===== config.mk =====
export PLATFORM = sky130hd
export DESIGN_NAME = adc_host_port
export DESIGN_NICKNAME = d
export VERILOG_FILES = /design/src/common/adc_port_pkg.sv /design/src/design/result_fifo.sv /design/src/design/adc_host_port.sv
export VERILOG_INCLUDE_DIRS = /design/src /design/src/common
export SDC_FILE = /design/constraint.sdc
export NUM_CORES = 1
export LEC_CHECK = 0
export ABC_AREA = 1
export BUFFER_PORTS_ARGS = -buffer_cell sky130_fd_sc_hd__buf_2
export CAP_MARGIN = 20
export CORE_ASPECT_RATIO = 1.25
export CORE_UTILIZATION = 40
export CTS_CLUSTER_SIZE = 20
export DETAILED_ROUTE_END_ITERATION = 6
export PLACE_DENSITY = 0.64
export SLEW_MARGIN = 40
export SYNTH_ARGS = -nofsm -noshare
export SYNTH_HDL_FRONTEND = slang
export SYNTH_SLANG_ARGS = --single-unit
export TNS_END_PERCENT = 5

===== constraint.sdc =====
create_clock -name sys_clk_i -period 6.65 [get_ports sys_clk_i]
set_input_delay 0.3325 -clock sys_clk_i [delete_from_list [all_inputs] [get_ports sys_clk_i]]
set_output_delay 0.3325 -clock sys_clk_i [all_outputs]
set_load 0.05 [all_outputs]

===== src/common/adc_port_consts.svh =====
`ifndef ADC_PORT_CONSTS_SVH
`define ADC_PORT_CONSTS_SVH
`define RES_WIDTH 16
`define CFG_WIDTH 4
`define NUM_CHAN 8
`define CFG_RESET 4'h0
`define CFG_MODE_BIT 0
`define CONV_TIME_NS 3000
`define CLK_PERIOD_NS 4
`define CONV_CYCLES ((`CONV_TIME_NS + `CLK_PERIOD_NS - 1) / `CLK_PERIOD_NS)
`define FIFO_DEPTH 8
`endif


===== src/common/adc_port_pkg.sv =====
package adc_port_pkg;
	typedef struct packed {
		logic [2:0] chan;
		logic [15:0] data;
	} result_s;
	typedef enum logic [1:0] {
		ST_TRACK,
		ST_HOLD,
		ST_CONVERT,
		ST_SLEEP
	} conv_state_e;
endpackage


===== src/design/result_fifo.sv =====
`timescale 1ns/1ns
module result_fifo #(
	parameter int WIDTH = 19,
	parameter int DEPTH = 8
) (
	input wire logic sys_clk_i,
	input wire logic resetn_i,
	input wire logic flush_i,
	input wire logic in_valid_i,
	output logic in_ready_o,
	input wire logic [WIDTH-1:0] in_data_i,
	output logic out_valid_o,
	input wire logic out_ready_i,
	output logic [WIDTH-1:0] out_data_o
);
	localparam int AW = $clog2(DEPTH);
	logic [WIDTH-1:0] mem_ff [DEPTH];
	logic [AW-1:0] wr_ff;
	logic [AW-1:0] rd_ff;
	logic [AW:0] cnt_ff;
	logic push;
	logic pop;

	assign in_ready_o = (cnt_ff != (AW+1)'(DEPTH));
	assign out_valid_o = (cnt_ff != '0);
	assign push = in_valid_i && in_ready_o;
	assign pop = out_valid_o && out_ready_i;
	assign out_data_o = mem_ff[rd_ff];

	always_ff @(posedge sys_clk_i) begin
		if (push) begin
			mem_ff[wr_ff] <= in_data_i;
		end
	end

	always_ff @(posedge sys_clk_i or negedge resetn_i) begin
		if (!resetn_i) begin
			wr_ff <= '0;
			rd_ff <= '0;
			cnt_ff <= '0;
		end else if (flush_i) begin
			wr_ff <= '0;
			rd_ff <= '0;
			cnt_ff <= '0;
		end else begin
			if (push) begin
				wr_ff <= (wr_ff == AW'(DEPTH - 1)) ? '0 : wr_ff + 1'b1;
			end
			if (pop) begin
				rd_ff <= (rd_ff == AW'(DEPTH - 1)) ? '0 : rd_ff + 1'b1;
			end
			cnt_ff <= cnt_ff + (AW+1)'(push) - (AW+1)'(pop);
		end
	end

	// Count past depth would mean a push slipped through while full
	fill_bound_a: assert property (@(posedge sys_clk_i)
		disable iff (!resetn_i) cnt_ff <= (AW+1)'(DEPTH))
		else $error("fifo count above depth");
endmodule


===== src/design/adc_host_port.sv =====
`timescale 1ns/1ns
`include "adc_port_consts.svh"
module adc_host_port
	import adc_port_pkg::*;
#(
	parameter int NUM_CHAN = `NUM_CHAN,
	parameter int CONV_CYCLES = `CONV_CYCLES
) (
	input wire logic sys_clk_i,
	input wire logic resetn_i,
	input wire logic sample_end_trigger_i,
	input wire logic sleep_in_i,
	input wire logic cs_n_i,
	input wire logic rd_n_i,
	input wire logic wr_n_i,
	input wire logic [`RES_WIDTH-1:0] bus_i,
	output logic [`RES_WIDTH-1:0] bus_o,
	output logic [`RES_WIDTH-1:0] bus_oe_o,
	output logic eoc_n_o,
	output logic tracking_o,
	output logic low_power_o,
	output logic [`CFG_WIDTH-1:0] cfg_o,
	input wire logic [NUM_CHAN*`RES_WIDTH-1:0] sample_data_i,
	output logic sample_hold_o
);
	localparam int CW = $clog2(CONV_CYCLES + 1);
	localparam int FW = 19;
	conv_state_e state_ff;
	logic [CW-1:0] conv_cnt_ff;
	logic trig_ff;
	logic rd_ff;
	logic wr_ff;
	logic eoc_n_ff;
	logic [`CFG_WIDTH-1:0] cfg_ff;
	logic [2:0] chan_ff;
	logic [`RES_WIDTH-1:0] dout_ff;
	logic [NUM_CHAN*`RES_WIDTH-1:0] held_ff;
	logic trig_rise;
	logic rd_rise;
	logic wr_rise;
	logic conv_start;
	logic conv_done;
	logic fifo_in_valid;
	logic fifo_in_ready;
	logic fifo_out_valid;
	logic fifo_out_ready;
	result_s fifo_in;
	result_s fifo_out;

	assign trig_rise = sample_end_trigger_i && !trig_ff;
	// Strobe edges only count while selected
	assign rd_rise = rd_n_i && !rd_ff && !cs_n_i;
	assign wr_rise = wr_n_i && !wr_ff && !cs_n_i;
	// Sleep request blocks the start so it cannot flush stored results
	assign conv_start = trig_rise && !sleep_in_i && state_ff != ST_SLEEP &&
		state_ff != ST_CONVERT && chan_ff == 3'h0;
	assign conv_done = state_ff == ST_CONVERT &&
		conv_cnt_ff == CW'(CONV_CYCLES - 1);

	always_ff @(posedge sys_clk_i or negedge resetn_i) begin
		if (!resetn_i) begin
			trig_ff <= 1'b0;
			rd_ff <= 1'b1;
			wr_ff <= 1'b1;
		end else begin
			trig_ff <= sample_end_trigger_i;
			rd_ff <= rd_n_i;
			wr_ff <= wr_n_i;
		end
	end

	always_ff @(posedge sys_clk_i or negedge resetn_i) begin
		if (!resetn_i) begin
			state_ff <= ST_TRACK;
			conv_cnt_ff <= '0;
		end else if (sleep_in_i) begin
			state_ff <= ST_SLEEP;
			conv_cnt_ff <= '0;
		end else begin
			unique case (state_ff)
				ST_SLEEP: state_ff <= ST_TRACK;
				ST_TRACK, ST_HOLD: begin
					if (conv_start) begin
						state_ff <= ST_CONVERT;
						conv_cnt_ff <= '0;
					end else if (!sample_end_trigger_i &&
						!cfg_ff[`CFG_MODE_BIT]) begin
						state_ff <= ST_TRACK;
					end else begin
						state_ff <= ST_HOLD;
					end
				end
				ST_CONVERT: begin
					if (conv_done) begin
						state_ff <= ST_HOLD;
					end else begin
						conv_cnt_ff <= conv_cnt_ff + 1'b1;
					end
				end
			endcase
		end
	end

	always_ff @(posedge sys_clk_i or negedge resetn_i) begin
		if (!resetn_i) begin
			held_ff <= '0;
		end else if (conv_start && !sleep_in_i) begin
			held_ff <= sample_data_i;
		end
	end

	always_ff @(posedge sys_clk_i or negedge resetn_i) begin
		if (!resetn_i) begin
			eoc_n_ff <= 1'b1;
		end else if (conv_start && !sleep_in_i) begin
			eoc_n_ff <= 1'b1;
		end else if (conv_done && !sleep_in_i) begin
			eoc_n_ff <= 1'b0;
		end
	end

	// Sleep leaves this register alone by design
	always_ff @(posedge sys_clk_i or negedge resetn_i) begin
		if (!resetn_i) begin
			cfg_ff <= `CFG_RESET;
		end else if (wr_rise) begin
			cfg_ff <= bus_i[`CFG_WIDTH-1:0];
		end
	end

	// Results queued one per channel, drained by fetch edges
	always_ff @(posedge sys_clk_i or negedge resetn_i) begin
		if (!resetn_i) begin
			chan_ff <= 3'h0;
		end else if (conv_done && !sleep_in_i) begin
			chan_ff <= 3'h1;
			if (NUM_CHAN == 1) begin
				chan_ff <= 3'h0;
			end
		end else if (chan_ff != 3'h0 && fifo_in_ready) begin
			chan_ff <= (chan_ff == 3'(NUM_CHAN - 1)) ? 3'h0 : chan_ff + 3'h1;
		end
	end

	assign fifo_in_valid = (conv_done && !sleep_in_i) || chan_ff != 3'h0;
	assign fifo_in.chan = (conv_done && !sleep_in_i) ? 3'h0 : chan_ff;
	assign fifo_in.data = held_ff[fifo_in.chan*`RES_WIDTH +: `RES_WIDTH];
	assign fifo_out_ready = rd_rise;

	result_fifo #(
		.WIDTH(FW),
		.DEPTH(`FIFO_DEPTH)
	) u_fifo (
		.sys_clk_i(sys_clk_i),
		.resetn_i(resetn_i),
		.flush_i(conv_start),
		.in_valid_i(fifo_in_valid),
		.in_ready_o(fifo_in_ready),
		.in_data_i(fifo_in),
		.out_valid_o(fifo_out_valid),
		.out_ready_i(fifo_out_ready),
		.out_data_o(fifo_out)
	);

	// Registered copy so the pins never glitch mid-fetch
	always_ff @(posedge sys_clk_i or negedge resetn_i) begin
		if (!resetn_i) begin
			dout_ff <= 16'h0000;
		end else begin
			dout_ff <= fifo_out_valid ? fifo_out.data : 16'h0000;
		end
	end

	assign bus_o = dout_ff;
	assign bus_oe_o = {`RES_WIDTH{!cs_n_i && !rd_n_i && wr_n_i}};
	assign eoc_n_o = eoc_n_ff;
	assign tracking_o = state_ff == ST_TRACK;
	assign low_power_o = state_ff == ST_SLEEP;
	assign cfg_o = cfg_ff;
	assign sample_hold_o = state_ff == ST_CONVERT || state_ff == ST_HOLD;

	eoc_rise_a: assert property (@(posedge sys_clk_i)
		disable iff (!resetn_i) conv_start && !sleep_in_i |=> eoc_n_o)
		else $error("done flag not cleared at start");
	eoc_fall_a: assert property (@(posedge sys_clk_i)
		disable iff (!resetn_i) conv_done && !sleep_in_i |=> !eoc_n_o)
		else $error("done flag not set at end");
	conv_enter_a: assert property (@(posedge sys_clk_i)
		disable iff (!resetn_i)
		conv_start && !sleep_in_i |=> state_ff == ST_CONVERT)
		else $error("trigger edge did not start conversion");
	track_mode_a: assert property (@(posedge sys_clk_i)
		disable iff (!resetn_i)
		state_ff == ST_HOLD && !sample_end_trigger_i && !cfg_ff[0]
		&& !sleep_in_i |=> state_ff == ST_TRACK)
		else $error("not tracking with trigger low");
	sleep_hold_a: assert property (@(posedge sys_clk_i)
		disable iff (!resetn_i) sleep_in_i ##1 sleep_in_i |-> low_power_o)
		else $error("sleep not entered");
	cfg_keep_a: assert property (@(posedge sys_clk_i)
		disable iff (!resetn_i) !wr_rise |=> $stable(cfg_ff))
		else $error("config changed without write");
	cfg_load_a: assert property (@(posedge sys_clk_i)
		disable iff (!resetn_i) wr_rise |=> cfg_ff == $past(bus_i[3:0]))
		else $error("config not loaded on write edge");
	bus_idle_a: assert property (@(posedge sys_clk_i)
		disable iff (!resetn_i) cs_n_i || rd_n_i |-> bus_oe_o == '0)
		else $error("bus driven outside fetch");
	first_chan_a: assert property (@(posedge sys_clk_i)
		disable iff (!resetn_i)
		conv_done && !sleep_in_i |=> fifo_out_valid && fifo_out.chan == 3'h0)
		else $error("first result not channel 0");
	advance_a: assert property (@(posedge sys_clk_i)
		disable iff (!resetn_i)
		rd_rise && fifo_out_valid && fifo_out.chan != 3'(NUM_CHAN - 1)
		##1 fifo_out_valid |-> fifo_out.chan == $past(fifo_out.chan) + 3'h1)
		else $error("fetch did not advance channel");
endmodule


Word level (Yosys, flattened, before mapping):

Memories as Yosys holds them, arrays and structs flattened.
Index checks and enable logic that the tools add are counted.

* register bits: 177
* RAM bits: 152
* bits of input ports: 151
* output and inout bits: 40
* logic and storage cells: 98
* memories kept: 1

* add/subtract/negate cells: 6
* equal/unequal tests: 13
* shift-type cells: 1
* muxes and demuxes: 25
* reductions and logical operators: 39

Memories
* u_fifo.mem_ff: depth 8, bits a word 19, rd ports 1, clocked after memory_dff 0, write ports 1, RTL line result_fifo.sv:17 `logic [WIDTH-1:0] mem_ff [DEPTH];`

Operators by type and width (number)
* 128-bit by 8-bit variable part select with 16-bit output: 1
* 10-bit two-way mux: 3
* 3-bit two-way mux: 10
* 10-bit one-hot mux with 2 select lines: 1
* 1-bit logical AND: 18
* 16-bit two-way mux: 1
* 10-bit by 1-bit adder with 10-bit output, second input constant: 1
* 10-bit == test, second input constant: 1
* 3-bit by 1-bit adder with 3-bit output, second input constant: 3
* 3-bit == test, second input constant: 3
* 3-bit != test, second input constant: 3
* 1-bit logical NOT: 8
* 2-bit nonzero test: 4
* 2-bit two-way mux: 3
* 2-bit one-hot mux with 3 select lines: 1
* 3-bit nonzero test: 2
* 1-bit two-way mux: 5
* 4-bit by 1-bit adder with 4-bit output: 1
* 2-bit == test, second input constant: 2
* 4-bit two-way mux: 1
* 2-bit != test, second input constant: 2
* 4-bit != test, second input constant: 1
* 4-bit nonzero test: 1
* 4-bit by 1-bit subtractor with 4-bit output: 1
* other kinds (6): 7

Depth between registers and ports, before layout:

Gate-level depths: netlist (run 1).

* depth in word-level cells: 9
* mapped depth: 15
* mapped depth without buffers: 13

Hierarchy:

Synthesis (run 1) repeated with hierarchy kept, for this count alone.

* cell total of the unflattened synthesis: 1812
* area total of the unflattened synthesis: 15740.1 µm²

Modules (own cells, without submodules)
* adc_host_port: times used 1, cells each 1066, area an instance 8428.1 µm², seq. area each 4182.8 µm²
* result_fifo: times used 1, cells each 746, area an instance 7312.0 µm², seq. area each 4814.6 µm²

Least setup slack after synthesis (run 1):

Ideal clock, no wire load.

* kind: register to register
* from: reg chan_ff[0]
* to: mem u_fifo.mem_ff[0][0], enable pin
* setup time: 388 ps
* arrival time: 2372 ps
* data required time: 6262 ps
* setup slack: 3889 ps
* stages on the path, launching flop included: 10
* path buffers: 2
* period minus slack after synthesis: 2761 ps
* cells stage by stage: dfrtp_1 -> clkbuf_1 -> buf_1 -> inv_1 -> ha_1 -> nand2_1 -> nand2_1 -> nand2_1 -> nand2_1 -> nor2_1

* word-level cells in the longest chain between the ends: 5

RTL lines
* start, declared: RTL line adc_host_port.sv:35 `logic [2:0] chan_ff;`
* start signal, assigned: RTL line adc_host_port.sv:141 `chan_ff <= (chan_ff == 3'(NUM_CHAN - 1)) ? 3'h0 : chan_ff + 3'h1;`
* 3-bit nonzero test: RTL line adc_host_port.sv:145 `assign fifo_in_valid = (conv_done && !sleep_in_i) || chan_ff != 3'h0;`
* 1-bit logical OR: RTL line adc_host_port.sv:145
* 1-bit logical AND: RTL line result_fifo.sv:26 `assign push = in_valid_i && in_ready_o;`
* 1-bit two-way mux: RTL line result_fifo.sv:31 `if (push) begin`
* 1-bit two-way mux (not written as such): RTL line result_fifo.sv:32 `mem_ff[wr_ff] <= in_data_i;`
* end, declared: RTL line result_fifo.sv:17

No other way between the ends.

==> results of run 1 <==
==> routing by layer <==
| layer | up-vias | share of wire | GRT usage |
|---|---|---|---|
| met1 | 5148 | 0.42 | 0.2622 |
| met4 | 0 | 0.036 | 0.08984 |
| met3 | 68 | 0.044 | 0.02348 |
| li1 | 5278 | - | - |
| met5 | - | 0 | 0 |
| met2 | 297 | 0.50 | 0.3517 |
==> worst max-delay path, stage by stage, from the launching register on <==
cell and delay, ns:
sky130_fd_sc_hd__dfrtp_1 0.43, sky130_fd_sc_hd__inv_1 0.10, sky130_fd_sc_hd__ha_1 0.22, sky130_fd_sc_hd__nand2_1 0.08, sky130_fd_sc_hd__nor2_2 0.07, sky130_fd_sc_hd__nand4_4 0.06, sky130_fd_sc_hd__buf_4 0.59, sky130_fd_sc_hd__nand2_2 0.58
sky130_fd_sc_hd__buf_4 0.39, sky130_fd_sc_hd__nand2_1 0.08, sky130_fd_sc_hd__nand3_1 0.13, sky130_fd_sc_hd__nand2_1 0.13, sky130_fd_sc_hd__nand2_1 0.06, sky130_fd_sc_hd__nand2_1 0.29
==> kinds of logic after synthesis <==
group	share of synthesized area
adder cells (fa/ha/maj)	0.01972
buffers and inverters	0.08215
multiplexers	0.004016
AND/OR/NAND/NOR	0.1919
flip-flops	0.6038
AO/OA/AOI/OAI	0.09713
XOR/XNOR	0.001278
==> metrics by stage <==
| stage | cells | instance area [um2] | hold WS (ns) | utilization |
|---|---|---|---|---|
| 2_1_floorplan | 1473 | 13710 | 0.03691 | - |
| 3_3_place_gp | 1986 | 14750 | 0.4504 | 0.4379 |
| 3_5_place_dp | 1986 | 14810 | 0.3512 | 0.4396 |
| 4_1_cts | 2157 | 16950 | 0.0006756 | 0.5033 |
| 5_1_grt | 2157 | 16950 | 0.009097 | 0.5033 |
| 6_report | 2157 | 16950 | 0.01610 | 0.5033 |
==> state kept, by name, indices dropped and copies added, names as in the netlist <==
register	cells
u_fifo.mem_ff	128
state_ff	2
rd_ff	1
u_fifo.wr_ff	3
chan_ff	3
bus_o	16
held_ff	128
wr_ff	1
u_fifo.rd_ff	3
eoc_n_o	1
conv_cnt_ff	10
u_fifo.cnt_ff	4
cfg_o	4
trig_ff	1
==> cells in the final DEF (no fill, tap or decap), types with 32 or more instances in the layout <==
cell,count
sky130_fd_sc_hd__nor2_1,148
sky130_fd_sc_hd__o21ai_0,175
sky130_fd_sc_hd__nand3_1,143
sky130_fd_sc_hd__o32ai_1,32
sky130_fd_sc_hd__edfxtp_1,128
sky130_fd_sc_hd__clkbuf_16,32
sky130_fd_sc_hd__dfrtp_1,173
sky130_fd_sc_hd__nand2_1,316
sky130_fd_sc_hd__buf_2,177
sky130_fd_sc_hd__dlygate4sd3_1,113
sky130_fd_sc_hd__inv_1,163
==> layout make-up <==
class,count,area share
Clock buffer,41,0.05033
Multi-Input combinational cell,900,0.2574
Timing Repair Buffer,302,0.1255
Tap cell,423,0.03122
Clock inverter,17,0.009373
Inverter,169,0.03786
Sequential cell,305,0.4883
==> power breakdown <==
| part | switching, mW | internal (mW) | total (mW) |
|---|---|---|---|
| clock | 0.719 | 1.01 | 1.73 |
| combinational | 2.20 | 0.886 | 3.09 |
| sequential | 0.209 | 3.01 | 3.22 |
| total | 3.13 | 4.91 | 8.04 |
==> path summary, 6_finish.rpt <==
kind                                   startpoint                   end  cells after the start
worst max-delay path                  state_ff[0]  u_fifo.mem_ff[4][10]                     13
worst min-delay path            sample_data_i[92]           held_ff[92]                      3
worst max register to register        state_ff[0]  u_fifo.mem_ff[4][10]                     13
worst min register to register            eoc_n_o               eoc_n_o                      2
max in group asynchronous                resetn_i            chan_ff[0]                      3
min in group asynchronous                resetn_i              cfg_o[2]                      2
==> implementation parameters, run 1 <==
Parameter                              Value

Global routing
  Maximum number of pins on one net before global-route repair    between 150 and 200
  Global Route Usage Sum    0.2054
  Total global routing overflow    0
  Vias in the first global route    10,800
  Antenna violations before repair    0
  Global-route wire length before repair    56.91 mm

Cells and area
  FF+latch area    about 8300 um2
  Layout area overhead    23.69%
  Share of final-layout standard cells stronger than drive strength 1    0.1540
  Final net count    around 1,900
  Inserted Diodes    0
  Multi-input combinational cell area    4364 um2
  Number of inserted filler cells in the final layout    3,029

Run
  Number of max-cap violations    0

Die
  Placeable core region    33,690 um2
  Effective utilization at floorplan    0.4069
  Number of rows in the core area    75
  Number of ports placed on the die boundary    ~190
  Die boundary height    between 200 and 250 um
  Horiz. Die Dim    between 150 and 200 um
  Overall die area    35,020 um2

Yosys
  Most frequent cells after synthesis    316 x sky130_fd_sc_hd__nand2_1, 175 x sky130_fd_sc_hd__o21ai_0, 174 x sky130_fd_sc_hd__dfrtp_1, 164 x sky130_fd_sc_hd__inv_1, 156 x sky130_fd_sc_hd__nor2_1
  Top-count cell post-synth    sky130_fd_sc_hd__nand2_1
  Cell area after synthesis    between 10,000 and 15,000 um2
  Total of warnings raised by yosys    0
  Async set-reset flop share out of synthesis    0.5803
  Top FF cell, synth    sky130_fd_sc_hd__dfrtp_1
  Dominant cell type by area after synthesis    sky130_fd_sc_hd__dfrtp_1
  Synthesized instance count    1,473
  Top area cells in the synthesized netlist    sky130_fd_sc_hd__dfrtp_1 32%, sky130_fd_sc_hd__edfxtp_1 28%, sky130_fd_sc_hd__nand2_1 8.7%
  Number of enable-type register cells in the synthesized netlist    between 100 and 150
  Mean area per synthesized cell    a little over 9 um2
  Post-synth cell types    41
  Net count of the mapped netlist    between 1,500 and 2,000
  Proportion of synthesized chip area in sequential cells    0.6038
  Synth top area share    0.3177
  Number of register bits inferred by synthesis    between 300 and 400

Timing
  Actual transition at the worst max-transition pin    between 0.8 and 0.9 ns
  Final worst-path cycle share    0.5241
  Final max-slew violation count    0
  Tightest slew margin relative to the limit    0.4405
  Max Fclk    around 290 MHz
  Unrepaired setup endpoints after global routing    false
  Final Setup Violations    0
  Period minus WS final    ~3.5 ns
  Worst setup skew after layout    ~0.026 ns
  Smallest setup slack after layout    approximately 3.2 ns
  Count of final hold-check violations    0
  Final-layout setup total negative slack    0 ns

Setup path
  Kind of capture point of the worst setup path    register
  Required time at the endpoint of the critical path    about 7.0 ns
  Worst Setup Path Type    register to register
  R2R setup slack    3.16 ns
  Peak fanout along the critical path    70
  Critical path startpoint category    register
  Arr. time, crit path    3.83 ns

Power
  Leakage power summed over all cells    around 7.6 nW
  Power, Total    between 8 and 9 mW
  Total power per unit cell area    about 470 nW/um2
  Largest vdd supply drop    a little under 0.2 mV

Clock tree
  Max Root-Sink Buffers    3
  Number of buffers inserted for hold repair after clock tree synthesis    113
  Number of H-tree levels    1
  Total clock sinks    between 300 and 400
  CTS root buffer    sky130_fd_sc_hd__clkbuf_16
  Clock transition at the registers of the reported paths    roughly 0.060 ns
  Clock tree from TritonCTS    yes
  Clock latency of the later-clocked register in the worst-skew pair    0.57 ns
  Total clock buffers created by CTS    31
  # Post-CTS Setup Buffers    0
  Quantity of gates resized following cts    0

Routing
  Drt via density    approximately 5
  DRC violation count after routing    0
  Post-detailed-route count of antenna-violating nets    0
  Routed WL per cell    approximately 16 um
  DRT Wirelength    about 35 mm
  Detailed-router iteration count before antenna repair    6
  Via count of the routed design    10,790
  Number of violations reported at the end of detailed-routing iteration 0    708

Placement
  Setup Slack @ Placement    3.181 ns
  Final RePlAce weighted congestion    0.8001
  Quantity of I/O buffers inserted on ports    approximately 180
  Final HPWL DP    between 20 and 25 mm

Status
  Result of the run    complete, no violations

Worst hold path
  Worst Hold Class    input pin to register
(Power assumes the default switching activity.)
==> run 2, diff against run 1 <==
==> constraint.sdc (replaced) <==
create_clock -name sys_clk_i -period 3.5 [get_ports sys_clk_i]
set_input_delay 0.175 -clock sys_clk_i [delete_from_list [all_inputs] [get_ports sys_clk_i]]
set_output_delay 0.175 -clock sys_clk_i [all_outputs]
set_load 0.05 [all_outputs]
==> run 2 against run 1 <==
Effect of this change: maximum frequency increased by 23%; via count increased by 2.6%; largest power group unchanged; cell count increased by 2.0%; clock power increased by 84%; sequential power increased by 89%; worst setup slack got worse by 2.5 ns; worst hold slack improved by 0.0089 ns.
==> implementation parameters, run 2 (same netlist as run 1, synthesis figures left out) <==
Parameter                              Value

Clock tree
  Total clock buffers created by CTS    31
  Max Root-Sink Buffers    3
  Number of buffers inserted for hold repair after clock tree synthesis    between 100 and 150
  # Post-CTS Setup Buffers    0
  Clock latency of the later-clocked register in the worst-skew pair    ~0.55 ns
  Clock tree from TritonCTS    yes
  Total clock sinks    roughly 310
  Quantity of gates resized following cts    0
  Number of H-tree levels    1
  CTS root buffer    sky130_fd_sc_hd__clkbuf_16
  Clock transition at the registers of the reported paths    roughly 0.06 ns

Setup path
  Cell with the most instances on the worst path    sky130_fd_sc_hd__nand2_1
  Critical path startpoint category    register
  Worst reg2reg path endpoint    u_fifo.mem_ff[7][5]
  Number of cells on the worst reg-to-reg path    12
  Slowest cell on the critical path    sky130_fd_sc_hd__dfrtp_1
  End of the critical path    u_fifo.mem_ff[7][5]
  Top Family by Delay on Critical Path    simple AND/OR/NAND/NOR gates
  Cell chain of the critical path    inv_1 -> ha_1 -> nand2_1 -> nor2_2 -> nand4_4 -> nand2_1 -> buf_4 -> inv_2 -> nand3_1 -> nand2_1 -> nand2_1 -> nand2_1
  Buffers and inverters on the worst path    3
  Worst Setup Path Type    register to register
  Levels on crit path    12
  Worst path max stage delay    between 0.4 and 0.5 ns
  Arr. time, crit path    3.07 ns
  Kind of capture point of the worst setup path    register
  Required time at the endpoint of the critical path    roughly 3.7 ns
  Critical path startpoint    state_ff[0]
  Source of the worst register-to-register timing path    state_ff[0]
  Peak fanout along the critical path    32
  R2R setup slack    about 0.66 ns

Routing
  DRT Wirelength    about 37 mm
  Drt via density    5.030
  Number of violations reported at the end of detailed-routing iteration 0    952
  Via count of the routed design    approximately 11,000
  Post-detailed-route count of antenna-violating nets    0
  Detailed-router iteration count before antenna repair    5
  DRC violation count after routing    0
  Routed WL per cell    16.75 um

Die
  Horiz. Die Dim    ~170 um
  Number of rows in the core area    75
  Number of ports placed on the die boundary    ~190
  Overall die area    35,020 um2
  Die boundary height    between 200 and 250 um
  Effective utilization at floorplan    0.4069
  Placeable core region    ~34,000 um2

Global routing
  Global Route Usage Sum    0.2122
  Total global routing overflow    0
  Vias in the first global route    about 11,000
  Maximum number of pins on one net before global-route repair    about 110
  Antenna violations before repair    0
  Global-route wire length before repair    between 50 and 60 mm

Timing
  Unrepaired setup endpoints after global routing    false
  Smallest setup slack after layout    between 0.6 and 0.7 ns
  Actual transition at the worst max-transition pin    approximately 0.74 ns
  Final max-slew violation count    0
  Final Setup Violations    0
  Count of final hold-check violations    0
  Worst setup skew after layout    about 0.011 ns
  Period minus WS final    roughly 2.8 ns
  Final worst-path cycle share    0.8120
  Final-layout setup total negative slack    0 ns
  Max Fclk    351.9 MHz
  Tightest slew margin relative to the limit    0.5068

Cells and area
  Final net count    between 1,500 and 2,000
  Most common cell after layout, fill and taps aside    sky130_fd_sc_hd__nand2_1
  Share of final-layout standard cells stronger than drive strength 1    0.1553
  Layout area overhead    26.02%
  Most frequent cells in the layout    316 x sky130_fd_sc_hd__nand2_1, 177 x sky130_fd_sc_hd__buf_2, 175 x sky130_fd_sc_hd__o21ai_0
  Inserted Diodes    0
  Final core utilization    0.5128

Power
  Power, Total    roughly 15 mW
  Leakage power summed over all cells    7.738 nW
  Largest vdd supply drop    between 0.4 and 0.5 mV
  Total power per unit cell area    between 800 and 900 nW/um2

Placement
  Quantity of I/O buffers inserted on ports    178
  Final HPWL DP    ~23 mm
  Setup Slack @ Placement    around 0.65 ns
  Final RePlAce weighted congestion    0.8287

Status
  Result of the run    complete, no violations

Run
  Number of max-cap violations    0

Worst hold path
  Worst Hold Class    input pin to register
run 2: layer usage:
layer	wire length, um	global-route usage
met5	0	0
met1	15370	0.2680
met2	18350	0.3685
met4	1514	0.09079
met3	1617	0.02311
run 2: where the power goes:
group          internal, mW  switching (mW)
Combinational          1.77            4.23
Clock                  1.83            1.35
Sequential             5.72           0.363
Total                  9.32            5.95
run 2: cell type report:
class / count / area, um2
well taps: 423 / 529.3
clock inverters: 12 / 88.84
flip-flops and latches: 305 / 8278
inverters: 169 / 639.4
repair buffers: 346 / 2546
multi-input cells: 900 / 4304
fillers: 3016 / 16410
clock buffers: 45 / 888.4
run 2: worst min-delay path: cells and delay by family:
kind,cells,cell delay [ns]
buffers and inverters,1,0.15
AOI/OAI and AO/OA,1,0.11
and+or+nand+nor,1,0.09
run 2: stage by stage:
step,hold slack (ns),area (um2),cells
3_5_place_dp,0.1680,14940,2007
5_1_grt,0.006862,17270,2200
4_1_cts,0.003237,17270,2200
3_3_place_gp,0.2943,14910,2006
2_1_floorplan,-0.1206,13710,1473
6_report,0.02501,17270,2200
run 2: worst min-delay path by stage:
stage	start	to	slack, ns	cells after the start
after floorplan	resetn_i	bus_o[0]	-0.12	0
after global placement	wr_n_i	wr_ff	0.29	1
after detailed placement	resetn_i	held_ff[4]	0.17	1
after CTS	sleep_in_i	chan_ff[2]	0.003	3
after global routing	sleep_in_i	chan_ff[2]	0.007	3
final	sleep_in_i	chan_ff[2]	0.03	3
==> run 3, diff against run 2 <==
--- a/config.mk
+++ b/config.mk
@@ -13,7 +13,7 @@
 export CORE_UTILIZATION = 40
 export CTS_CLUSTER_SIZE = 20
 export DETAILED_ROUTE_END_ITERATION = 6
-export PLACE_DENSITY = 0.64
+export PLACE_DENSITY = 0.66
 export SLEW_MARGIN = 40
 export SYNTH_ARGS = -nofsm -noshare
 export SYNTH_HDL_FRONTEND = slang
==> constraint.sdc (replaced) <==
create_clock -name sys_clk_i -period 2.3 [get_ports sys_clk_i]
set_input_delay 0.115 -clock sys_clk_i [delete_from_list [all_inputs] [get_ports sys_clk_i]]
set_output_delay 0.115 -clock sys_clk_i [all_outputs]
set_load 0.05 [all_outputs]
==> run 3 against run 2 <==
Effect of this change: largest power group is now combinational logic; combinational power grew 62%; non-clock buffer count grew 36; routed wire length shrank 0.60%; sequential share of layout area shrank 1.6 points; largest cell class unchanged; worst hold slack gained 0.013 ns; total power grew 57%; core utilization grew 1.8 points; critical path type unchanged.
==> implementation parameters, run 3 (same netlist as run 1, synthesis figures left out) <==
Parameter                              Value

Status
  Result of the run    complete, no violations

Setup path
  Cell with the most instances on the worst path    sky130_fd_sc_hd__nand2_1
  Source of the worst register-to-register timing path    state_ff[0]
  Slowest cell on the critical path    sky130_fd_sc_hd__dfrtp_1
  Required time at the endpoint of the critical path    2.59 ns
  Critical path startpoint    state_ff[0]
  Critical path startpoint category    register
  Arr. time, crit path    2.42 ns
  End of the critical path    u_fifo.mem_ff[4][3]
  R2R setup slack    ~0.17 ns
  Peak fanout along the critical path    between 40 and 50
  Worst path max stage delay    between 0.3 and 0.4 ns
  Top Family by Delay on Critical Path    simple AND/OR/NAND/NOR gates
  Cell chain of the critical path    inv_1 -> ha_1 -> nand2_1 -> nor2_4 -> nand4_4 -> nand2_2 -> buf_12 -> nand2_1 -> nand3_1 -> nand2_1 -> nand2_1 -> nand2_4
  Number of cells on the worst reg-to-reg path    12
  Kind of capture point of the worst setup path    register
  Worst Setup Path Type    register to register
  Levels on crit path    12
  Worst reg2reg path endpoint    u_fifo.mem_ff[4][3]
  Buffers and inverters on the worst path    2

Clock tree
  Max Root-Sink Buffers    3
  Clock latency of the later-clocked register in the worst-skew pair    0.57 ns
  Clock transition at the registers of the reported paths    ~0.06 ns
  CTS root buffer    sky130_fd_sc_hd__clkbuf_16
  Number of H-tree levels    1
  Total clock sinks    305
  Clock tree from TritonCTS    yes
  Total clock buffers created by CTS    30

Timing
  Actual transition at the worst max-transition pin    approximately 0.45 ns
  Final worst-path cycle share    0.9265
  Final Setup Violations    0
  Period minus WS final    ~2.1 ns
  Final max-slew violation count    0
  Final-layout setup total negative slack    0 ns
  Worst setup skew after layout    around 0.025 ns
  Hold slack    approximately 0.038 ns
  Tightest slew margin relative to the limit    0.7032
  Count of final hold-check violations    0
  Max Fclk    469.3 MHz
  Unrepaired setup endpoints after global routing    false

Die
  Overall die area    roughly 35,000 um2
  Number of rows in the core area    75
  Die boundary height    209.0 um
  Placeable core region    33,690 um2
  Horiz. Die Dim    ~170 um
  Effective utilization at floorplan    0.4069
  Number of ports placed on the die boundary    191

Cells and area
  Inserted Diodes    0
  Final core utilization    0.5307
  Post-layout instance area    approximately 18,000 um2
  Layout area overhead    30.44%
  Share of final-layout standard cells stronger than drive strength 1    0.1926
  Final net count    1,960
  Most frequent cells in the layout    296 x sky130_fd_sc_hd__nand2_1, 177 x sky130_fd_sc_hd__buf_2, 175 x sky130_fd_sc_hd__o21ai_0
  Most common cell after layout, fill and taps aside    sky130_fd_sc_hd__nand2_1

Routing
  Via count of the routed design    approximately 11,000
  Post-detailed-route count of antenna-violating nets    0
  DRC violation count after routing    0
  Routed WL per cell    roughly 16 um
  Detailed-router iteration count before antenna repair    5
  Drt via density    5.049
  DRT Wirelength    approximately 37 mm
  Number of violations reported at the end of detailed-routing iteration 0    930

Placement
  Final HPWL DP    ~23 mm
  Post-placement cell area    between 15,000 and 20,000 um2
  Quantity of I/O buffers inserted on ports    roughly 180
  Final RePlAce weighted congestion    between 0.8 and 0.9

Global routing
  Global-route wire length before repair    between 50 and 60 mm
  Vias in the first global route    approximately 11,000
  Total global routing overflow    0
  Maximum number of pins on one net before global-route repair    67
  Global Route Usage Sum    0.2112
  Antenna violations before repair    0

Worst hold path
  Worst Hold Path Cells    6
  Worst Hold Class    input pin to register

Power
  Leakage power summed over all cells    slightly below 8 nW
  Total power per unit cell area    1342 nW/um2
  Largest vdd supply drop    between 0.7 and 0.8 mV

Run
  Number of max-cap violations    0
[run 3: stage by stage]
stage | instances | setup WS, ns | power, mW
5_1_grt | 2235 | 0.005673 | 25.61
3_5_place_dp | 2040 | 0.03166 | 18.74
4_1_cts | 2233 | 0.01272 | 23.92
3_3_place_gp | 2040 | 0.05733 | 18.41
6_report | 2235 | 0.1690 | 24.00
2_1_floorplan | 1473 | 0.01824 | 15.55
[run 3: final cells by class]
cell class | count | area, um2
clock buffers | 34 | 808.3
well taps | 423 | 529.3
clock inverters | 22 | 201.4
inverters | 169 | 641.9
flip-flops and latches | 305 | 8278
multi-input cells | 900 | 4434
fillers | 2903 | 15810
repair buffers | 382 | 2987
[run 3: worst min-delay path, cell delays in order]
cell and delay, ns:
sky130_fd_sc_hd__buf_2 0.13, sky130_fd_sc_hd__nor3b_1 0.07, sky130_fd_sc_hd__nand2_2 0.08, sky130_fd_sc_hd__inv_2 0.05
sky130_fd_sc_hd__nand3_1 0.06, sky130_fd_sc_hd__nand2_1 0.05
[run 3: metal layers]
| layer | part of all wire | wire length [um] | GRT usage | vias to the layer above |
|---|---|---|---|---|
| met5 | 0 | 0 | 0 | - |
| met4 | 0.042 | 1544 | 0.09396 | 0 |
| met3 | 0.051 | 1851 | 0.02367 | 98 |
| met2 | 0.49 | 18030 | 0.3603 | 383 |
| met1 | 0.42 | 15210 | 0.2708 | 5351 |
| li1 | - | - | - | 5452 |
[run 3: power by group]
group          switching, mW  internal (mW)
logic                   6.60           3.14
clock network           2.19           2.78
registers              0.607           8.69
total                   9.39           14.6
[run 3: timing repair]
action,CTS,global route
gates resized for setup,0,28
endpoints found under the hold margin,315,0
hold buffers,137,0
setup buffers,0,2
endpoints found under the setup margin,0,261
[run 3: worst min-delay path by stage]
| stage | start | to |
|---|---|---|
| detailed placement | resetn_i | held_ff[1] |
| finish | cs_n_i | u_fifo.rd_ff[1] |
| floorplan | resetn_i | bus_o[0] |
| global placement | resetn_i | held_ff[1] |
| CTS | resetn_i | held_ff[1] |
| global route | resetn_i | held_ff[18] |
